==> config.mk <==
export PLATFORM = sky130hd
export DESIGN_NAME = pmx_pad_select
export DESIGN_NICKNAME = d
export VERILOG_FILES = /design/src/rtl/pmx_pkg.sv /design/src/rtl/pmx_pad_select.sv
export VERILOG_INCLUDE_DIRS = /design/src /design/src/rtl
export SDC_FILE = /design/constraint.sdc
export NUM_CORES = 1
export LEC_CHECK = 0
export BUFFER_PORTS_ARGS = -buffer_cell sky130_fd_sc_hd__buf_2
export CAP_MARGIN = 30
export CORE_AREA = 4 4 253 255
export CTS_CLUSTER_DIAMETER = 80
export DETAILED_ROUTE_END_ITERATION = 7
export DIE_AREA = 0 0 257 259
export GPL_ROUTABILITY_DRIVEN = 1
export GPL_TIMING_DRIVEN = 0
export PLACE_DENSITY_LB_ADDON = 0.2
export SLEW_MARGIN = 10
export SYNTH_ARGS = -nofsm -noshare
export SYNTH_HDL_FRONTEND = slang
export SYNTH_SLANG_ARGS = --single-unit
==> constraint.sdc <==
create_clock -name sys_clk -period 3.8 [get_ports sys_clk]
set_input_delay 0.19 -clock sys_clk [delete_from_list [all_inputs] [get_ports sys_clk]]
set_output_delay 0.19 -clock sys_clk [all_outputs]
set_load 0.02 [all_outputs]
==> src/rtl/pmx_cfg.svh <==
`ifndef PMX_CFG_SVH
`define PMX_CFG_SVH

// ************************************************************
// Register map
// ************************************************************
`define PMX_ADDR_W      6
`define PMX_DATA_W      32
`define PMX_BE_W        4
`define PMX_NREG        4
`define PMX_NPAD        32
`define PMX_FIELD_W     4
`define PMX_FIELDS      8
`define PMX_OFS_BANK14  6'h0_0
`define PMX_OFS_BANK15  6'h0_4
`define PMX_OFS_BANK16  6'h0_8
`define PMX_OFS_BANK17  6'h0_C
`define PMX_RST_BANK    32'h0000_0000
`define PMX_RD_UNMAPPED 32'h0000_0000

// ************************************************************
// Selector codes
// ************************************************************
`define PMX_CODE_0      4'h0
`define PMX_CODE_1      4'h1
`define PMX_CODE_2      4'h2
`define PMX_CODE_4      4'h4
`define PMX_CODE_8      4'h8

// ************************************************************
// Bank and field indices
// ************************************************************
`define PMX_REG14       2'h0
`define PMX_REG15       2'h1
`define PMX_REG16       2'h2
`define PMX_REG17       2'h3
`define PMX_NIB_LO1     3'h1

`endif

==> src/rtl/pmx_pkg.sv <==
`include "pmx_cfg.svh"

package pmx_pkg;

    // ********************************************************
    // Types
    // ********************************************************
    typedef enum logic [1:0] {
        PMX_K_NONE = 2'b00,
        PMX_K_IN   = 2'b01,
        PMX_K_OUT  = 2'b10,
        PMX_K_IO   = 2'b11
    } pmx_kind_e;

    typedef struct packed {
        logic                      read;
        logic                      write;
        logic [`PMX_ADDR_W-1:0]    address;
        logic [`PMX_DATA_W-1:0]    writedata;
        logic [`PMX_BE_W-1:0]      byteenable;
    } pmx_avl_req_s;

    typedef struct packed {
        logic [`PMX_NPAD-1:0] c8;
        logic [`PMX_NPAD-1:0] c4;
        logic [`PMX_NPAD-1:0] c2;
        logic [`PMX_NPAD-1:0] c1;
        logic [`PMX_NPAD-1:0] c0;
    } pmx_fn_s;

    typedef logic [`PMX_NREG-1:0][`PMX_DATA_W-1:0] pmx_bank_t;

endpackage : pmx_pkg

==> src/rtl/pmx_pad_select.sv <==
// Summary of operation
// - Four 32-bit banks of eight R/W 4-bit fields, all zero after reset.
// - Bank 14 bits 31-8: rt-unit-0 in, video in, host data, parallel data.
// - Bank 14 clock pads: rt-unit-1/dbl clock in, clock, strobe, rt out, gpio.
// - Bank 15 bits 31-8: inputs, host data, parallel data, rt-unit-0 out.
// - Bank 15 bits 7-0: no code 8h; codes 5h-Fh reserved.
// - Bank 16 bits 31-8: rt in, video out, lcd, parallel ext, gpio 7.
// - Bank 16 bits 7-4: rt in, video in, host, parallel, gpio 6 bit 5.
// - Bank 16 bits 3-0: code 8h is a rt-unit-0 output bit.
// - Output driver enabled only for output or bidirectional selections.
// - Bank 17: boot strap in, video out, lcd, parallel ext, gpio 7.
//
// Added by the designer: the Avalon-MM interface to the registers and the register offsets.
`include "pmx_cfg.svh"

module pmx_pad_select (
    input  wire logic                   sys_clk,
    input  wire logic                   sys_rst,
    input  wire pmx_pkg::pmx_avl_req_s  avl_req,
    output logic                        avl_waitrequest,
    output logic [`PMX_DATA_W-1:0]      avl_readdata,
    input  wire pmx_pkg::pmx_fn_s       fn_out,
    input  wire pmx_pkg::pmx_fn_s       fn_oe,
    output pmx_pkg::pmx_fn_s            fn_in,
    input  wire logic [`PMX_NPAD-1:0]   pad_i,
    output logic [`PMX_NPAD-1:0]        pad_o,
    output logic [`PMX_NPAD-1:0]        pad_oe
);
    import pmx_pkg::*;

    // ********************************************************
    // Kind of function per bank, field and code
    // ********************************************************
    function automatic pmx_kind_e pmx_kind(
        input logic [1:0] r,
        input logic [2:0] n,
        input logic [3:0] c
    );
        pmx_kind_e k;
        logic      lo;
        k  = PMX_K_NONE;
        lo = (n <= `PMX_NIB_LO1);
        case (c)
            `PMX_CODE_0: k = PMX_K_IN;
            `PMX_CODE_1: begin
                if (r == `PMX_REG17 || (r == `PMX_REG16 && !lo)) begin
                    k = PMX_K_OUT;
                end else begin
                    k = PMX_K_IN;
                end
            end
            `PMX_CODE_2: begin
                if (r == `PMX_REG14 && lo) begin
                    k = PMX_K_IN;
                end else begin
                    k = PMX_K_IO;
                end
            end
            `PMX_CODE_4: begin
                if (r == `PMX_REG14 && lo) begin
                    k = PMX_K_OUT;
                end else begin
                    k = PMX_K_IO;
                end
            end
            `PMX_CODE_8: begin
                case (r)
                    `PMX_REG14: k = lo ? PMX_K_IO : PMX_K_NONE;
                    `PMX_REG15: k = lo ? PMX_K_NONE : PMX_K_OUT;
                    `PMX_REG16: k = (n == 3'h0) ? PMX_K_OUT
                                                : PMX_K_IO;
                    default:    k = PMX_K_IO;
                endcase
            end
            default: k = PMX_K_NONE;
        endcase
        return k;
    endfunction : pmx_kind

    // ********************************************************
    // Registers and synchroniser
    // ********************************************************
    pmx_bank_t                 sel_q;
    logic                      wait_q;
    logic [`PMX_DATA_W-1:0]    rdata_q;
    logic [`PMX_NPAD-1:0]      sync1_q;
    logic [`PMX_NPAD-1:0]      sync2_q;
    logic [`PMX_NPAD-1:0]      pad_o_q;
    logic [`PMX_NPAD-1:0]      pad_oe_q;
    pmx_fn_s                   fn_in_q;
    logic [`PMX_NPAD-1:0]      pad_o_d;
    logic [`PMX_NPAD-1:0]      pad_oe_d;
    pmx_fn_s                   fn_in_d;
    logic                      req;
    logic                      take;
    logic                      hit;
    logic [1:0]                idx;
    logic [`PMX_DATA_W-1:0]    bmask;

    assign req  = avl_req.read | avl_req.write;
    assign take = req & ~wait_q;
    assign hit  = (avl_req.address[1:0] == 2'h0)
               && (avl_req.address <= `PMX_OFS_BANK17);
    assign idx  = avl_req.address[3:2];

    always_comb begin
        for (int b = 0; b < `PMX_BE_W; b++) begin
            bmask[b*8 +: 8] = {8{avl_req.byteenable[b]}};
        end
    end

    // ********************************************************
    // Avalon slave: one wait cycle, then accept
    // ********************************************************
    always_ff @(posedge sys_clk) begin
        if (sys_rst) begin
            wait_q <= 1'b1;
        end else if (req && wait_q) begin
            wait_q <= 1'b0;
        end else begin
            wait_q <= 1'b1;
        end
    end

    always_ff @(posedge sys_clk) begin
        if (sys_rst) begin
            rdata_q <= `PMX_RD_UNMAPPED;
        end else if (avl_req.read && wait_q) begin
            rdata_q <= hit ? sel_q[idx] : `PMX_RD_UNMAPPED;
        end
    end

    always_ff @(posedge sys_clk) begin
        if (sys_rst) begin
            for (int r = 0; r < `PMX_NREG; r++) begin
                sel_q[r] <= `PMX_RST_BANK;
            end
        end else if (take && avl_req.write && hit) begin
            sel_q[idx] <= (sel_q[idx] & ~bmask)
                        | (avl_req.writedata & bmask);
        end
    end

    always_ff @(posedge sys_clk) begin
        if (sys_rst) begin
            sync1_q <= '0;
            sync2_q <= '0;
        end else begin
            sync1_q <= pad_i;
            sync2_q <= sync1_q;
        end
    end

    // ********************************************************
    // Per-pad routing
    // ********************************************************
    for (genvar p = 0; p < `PMX_NPAD; p++) begin : g_pad
        logic [3:0] code;
        pmx_kind_e  kind;
        logic       drv;
        logic       rcv;
        logic       fo;
        logic       foe;
        assign code = sel_q[p / `PMX_FIELDS][(p % `PMX_FIELDS)
                      * `PMX_FIELD_W +: `PMX_FIELD_W];
        assign kind = pmx_kind(2'(p / `PMX_FIELDS),
                               3'(p % `PMX_FIELDS), code);
        assign drv  = (kind == PMX_K_OUT) || (kind == PMX_K_IO);
        assign rcv  = (kind == PMX_K_IN) || (kind == PMX_K_IO);
        always_comb begin
            case (code)
                `PMX_CODE_1: begin
                    fo  = fn_out.c1[p];
                    foe = fn_oe.c1[p];
                end
                `PMX_CODE_2: begin
                    fo  = fn_out.c2[p];
                    foe = fn_oe.c2[p];
                end
                `PMX_CODE_4: begin
                    fo  = fn_out.c4[p];
                    foe = fn_oe.c4[p];
                end
                `PMX_CODE_8: begin
                    fo  = fn_out.c8[p];
                    foe = fn_oe.c8[p];
                end
                default: begin
                    fo  = fn_out.c0[p];
                    foe = fn_oe.c0[p];
                end
            endcase
        end
        assign pad_oe_d[p] = (kind == PMX_K_OUT)
                          || (kind == PMX_K_IO && foe);
        assign pad_o_d[p]  = drv & fo;
        assign fn_in_d.c0[p] = rcv && code == `PMX_CODE_0 && sync2_q[p];
        assign fn_in_d.c1[p] = rcv && code == `PMX_CODE_1 && sync2_q[p];
        assign fn_in_d.c2[p] = rcv && code == `PMX_CODE_2 && sync2_q[p];
        assign fn_in_d.c4[p] = rcv && code == `PMX_CODE_4 && sync2_q[p];
        assign fn_in_d.c8[p] = rcv && code == `PMX_CODE_8 && sync2_q[p];
    end

    always_ff @(posedge sys_clk) begin
        if (sys_rst) begin
            pad_oe_q <= '0;
            pad_o_q  <= '0;
            fn_in_q  <= '0;
        end else begin
            pad_oe_q <= pad_oe_d;
            pad_o_q  <= pad_o_d;
            fn_in_q  <= fn_in_d;
        end
    end

    assign avl_waitrequest = wait_q;
    assign avl_readdata    = rdata_q;
    assign pad_oe          = pad_oe_q;
    assign pad_o           = pad_o_q;
    assign fn_in           = fn_in_q;

    // ********************************************************
    // Checks
    // ********************************************************
    a_reset_clear: assert property (@(posedge sys_clk)
        sys_rst |=> (sel_q == '0 && pad_oe_q == '0))
        else $error("banks not cleared by reset");

    a_write_field: assert property (@(posedge sys_clk)
        disable iff (sys_rst)
        (take && avl_req.write && avl_req.address == `PMX_OFS_BANK16
         && avl_req.byteenable == 4'h1)
        |=> (sel_q[2][7:0] == $past(avl_req.writedata[7:0])
             && sel_q[2][31:8] == $past(sel_q[2][31:8])
             && sel_q[1:0] == $past(sel_q[1:0])
             && sel_q[3] == $past(sel_q[3]))
        ##1 ((sel_q[2][3:0] == `PMX_CODE_8) -> pad_oe_q[16]))
        else $error("field write disturbed neighbours");

    a_input_undrv: assert property (@(posedge sys_clk)
        disable iff (sys_rst)
        (sel_q[0][3:0] == `PMX_CODE_0) |=> !pad_oe_q[0])
        else $error("input pad driven");

    a_host_data: assert property (@(posedge sys_clk)
        disable iff (sys_rst)
        (sel_q[0][11:8] == `PMX_CODE_2)
        |=> (pad_oe_q[2] == $past(fn_oe.c2[2])
             && pad_o_q[2] == $past(fn_out.c2[2])))
        else $error("host data not routed");

    a_clk_pad_out: assert property (@(posedge sys_clk)
        disable iff (sys_rst)
        (sel_q[0][7:4] == `PMX_CODE_4) |=> pad_oe_q[1])
        else $error("rt output not driven");

    a_rt0_output: assert property (@(posedge sys_clk)
        disable iff (sys_rst)
        (sel_q[1][31:28] == `PMX_CODE_8) |=> pad_oe_q[15])
        else $error("rt-unit-0 output not driven");

    a_no_code8: assert property (@(posedge sys_clk)
        disable iff (sys_rst)
        (sel_q[1][3:0] == `PMX_CODE_8) |=> !pad_oe_q[8])
        else $error("reserved code drives pad");

    a_video_out: assert property (@(posedge sys_clk)
        disable iff (sys_rst)
        (sel_q[2][31:28] == `PMX_CODE_1) |=> pad_oe_q[23])
        else $error("video display pad not driven");

    a_video_in8: assert property (@(posedge sys_clk)
        disable iff (sys_rst)
        (sel_q[2][7:4] == `PMX_CODE_1) |=> !pad_oe_q[17])
        else $error("video capture pad driven");

    a_rt0_bit9: assert property (@(posedge sys_clk)
        disable iff (sys_rst)
        (sel_q[2][3:0] == `PMX_CODE_8) |=> pad_oe_q[16])
        else $error("rt-unit-0 bit not driven");

    a_boot_input: assert property (@(posedge sys_clk)
        disable iff (sys_rst)
        (sel_q[3][31:28] == `PMX_CODE_0) [*2]
        |=> (!pad_oe_q[31] && fn_in_q.c0[31] == $past(sync2_q[31])))
        else $error("boot strap pad not an input");

endmodule : pmx_pad_select

==> metrics <==
via count 17752; standard cell core area 0.0616 mm²; standard-cell row count 91; max_slew headroom 33.9%; vias per cell 5.02; post-cts gate resize count 0; root buffer selected by CTS clkbuf_16; type of the worst setup path reg2reg; fraction of synthesized cell area in xor and xnor cells 0.915%; proportion of synthesized chip area in sequential cells 49.4%; Post-CTS Setup Bufs 0; number of warnings issued by yosys 0; synthesized cell area 0.0182 mm²; number of antenna violations at the first check in global routing 11; Post-Syn Area per Cell 9.60 µm²; worst-case clock buffer depth 3; predominant post-synthesis flop cell dfxtp_1; final-report setup violation count 0; CTS Sinks 449; share of synthesized registers carrying an async set or reset 0%; Final min period 2450 ps; critical path capture point type flop; last weighted congestion value of the routability-driven placer 0.926; effective utilization at floorplan 29.5%; deepest level of the CTS H-tree 2; via count of the first global-routing pass 18024; mux cell area share after synthesis 4.73%; max-cap violations 0; Finished Layout Cells 3533; most common cell in the netlist dfxtp_1; clock latency on the worst-skew pair 600 ps; Synth Instances 1895; Layout Area Growth over Synthesis 39.0%; Max Transition Viols Final 0; type of the worst min-delay path in2reg; sequential share of power 43.6%; Seq cells post-synth 449; timing-limited maximum frequency 0.409 GHz; total count of hold-check failures in the final report 0; chip height 259 µm; Total Routed Length 80900 µm; Int Pwr 8.44 mW; first-pass detailed-route iteration total 5; total half-perimeter wirelength after legalization and detailed placement 63200 µm; Worst VDD drop 0.349 mV; Post-Synth Simple-Gate Area 24.6%; number of ports placed on the die boundary 655; Switch Pwr 2.55 mW; fraction of power consumed by the clock network 49.9%; number of clock buffers inserted by TritonCTS 53; arrival time of the worst setup path 2930 ps; Adder-Cell Fraction of Synth Area 0%; most frequent cell on the critical path dlygate4sd3_1; # port buffers 541; Critical Path Max Stage Delay 550 ps; Post-route DRC 0; # nets final 3049; ranking of synthesized cells by area dfxtp_1 49%, nor2_1 4.3%, nor2b_1 4.2%; outcome complete, no violations; worst path cell trace clkbuf_1 -> nor2_1 -> nand3b_1 -> o21ai_0 -> dlygate4sd3_1 -> o21a_1 -> dlygate4sd3_1; TritonCTS clock tree yes; cts hold-fix bufs 122; setup clock skew after layout 11.1 ps; global routing usage summed across all routing layers 23.1%; proportion of layout cells with a drive suffix above 1 28.1%; Max stage delay cell, worst path dlygate4sd3_1; Clk pin slew, worst setup/hold paths 60 ps; leftover overflow at the end of global routing 0; share of total power in combinational logic 6.4%; critical-path maximum fanout 9; Detailed Route Iter0 Violations 1217; Power Dens Cells 435 mW/mm²; Data required, critical path 4280 ps; total negative slack 0 ps; unrepaired setup endpoints after global routing no; library cells used by synthesis 70; number of synthesized flops with an enable pin 0; pin count of the biggest net entering global routing 14; largest family of logic cells by synthesized area simple AND/OR/NAND/NOR gates; worst slew pin tran 991 ps; horizontal die dimension 257 µm; top cells by instance count after synthesis 449 x dfxtp_1, 208 x nor2_1, 124 x clkbuf_1; DIE AREA 0.0666 mm²; wire length of the first global-routing pass 116000 µm; area share of the largest cell type after synthesis 49.4%; net switching share of the total power 23.2%; remaining antenna violation count after routing 0; post-synth top area cell dfxtp_1; detailed-route wire length per cell 22.9 µm; dpl cells 3311; complex-gate fraction of the synthesized area 15.4%; leakage power figure 10.5 nW; Final Cycle Share 64.4%; type of element launching the critical path flop
[final timing paths]
check                         start    endpoint  slack (ps)  cells after the start
setup / recovery  g_pad[22].code[3]   pad_o[22]        1350                      7
hold / removal          fn_out[121]   pad_o[25]          50                      4
setup reg to reg  g_pad[22].code[3]   pad_o[22]        1350                      7
hold reg to reg          sync1_q[2]  sync2_q[2]         430                      1
[critical path: cells and delay by family, from the launching register on]
family,cells,cell delay (ps)
buf+inv,3,1450
simple gates,2,320
flops,1,300
compound gates,2,250
[per-stage QoR]
step	hold slack [ps]	setup slack, ps	power [mW]	utilization [%]	area, µm²
after floorplan	290	2290	5.15	-	18300
after global placement	395	454	5.51	35.8	22100
after detailed placement	401	592	5.52	36.0	22200
after CTS	0.429	1230	11.1	41.0	25300
after global routing	19.5	1200	11.4	41.0	25300
final	51.7	1350	11.0	41.0	25300
[cell families after synthesis]
family | Yosys count
flip-flops | 449
AO/OA/AOI/OAI | 370
other | 1
AND/OR/NAND/NOR | 785
buffers and inverters | 196
multiplexers | 75
XOR/XNOR | 19
[power groups by stage]
stage          Combinational, mW  Clock (mW)  Sequential (mW)
2_1_floorplan              0.219           0             4.93
3_3_place_gp               0.610           0             4.90
3_5_place_dp               0.625           0             4.90
4_1_cts                    0.706        5.62             4.79
5_1_grt                    0.751        5.82             4.80
6_report                   0.705        5.49             4.79
[state kept, by name, summed over array words and instances (netlist names)]
register,cells
g_pad.code,128
sync1_q,32
pad_oe,32
sync2_q,32
avl_waitrequest,1
pad_o,32
fn_in,160
avl_readdata,32
[routing by layer]
layer  GRT usage (%)  vias to the layer above  share of wire, %
met2            41.1                      717                49
li1                -                     8316                 -
met5               0                        -              0.11
met1            28.1                     8576                41
met3            6.11                      129               7.7
met4            5.26                       14               2.1
[cell usage in the layout, fill, tap and decap left out, types with 11 or more instances in the layout]
master / count
a211oi_1: 73
a211oi_2: 27
a21oi_1: 69
a22o_1: 11
a22oi_1: 26
a31oi_1: 16
a32o_1: 24
a32oi_1: 16
buf_2: 571
buf_6: 15
clkbuf_1: 126
clkbuf_16: 55
clkbuf_8: 14
conb_1: 31
dfxtp_1: 449
dlygate4sd3_1: 122
inv_1: 14
mux2i_1: 60
nand2_1: 79
nand2b_1: 35
nand3b_1: 71
nor2_1: 208
nor2b_1: 122
nor3_1: 77
nor3b_1: 51
nor4_1: 16
nor4b_1: 24
o21ai_0: 25
o22ai_1: 21
or3_1: 22
or4b_2: 17
[area by class of cell]
cell class	count	area (µm²)
fill	6072	36300
sequential	449	8990
multi-input combinational	1280	8420
timing repair buffer	671	4030
clock buffer	73	1580
tap	837	1050
buffer	181	840
clock inverter	22	303
inverter	15	56.3
antenna	5	12.5
No activity file was read; power rests on OpenSTA's default activity.
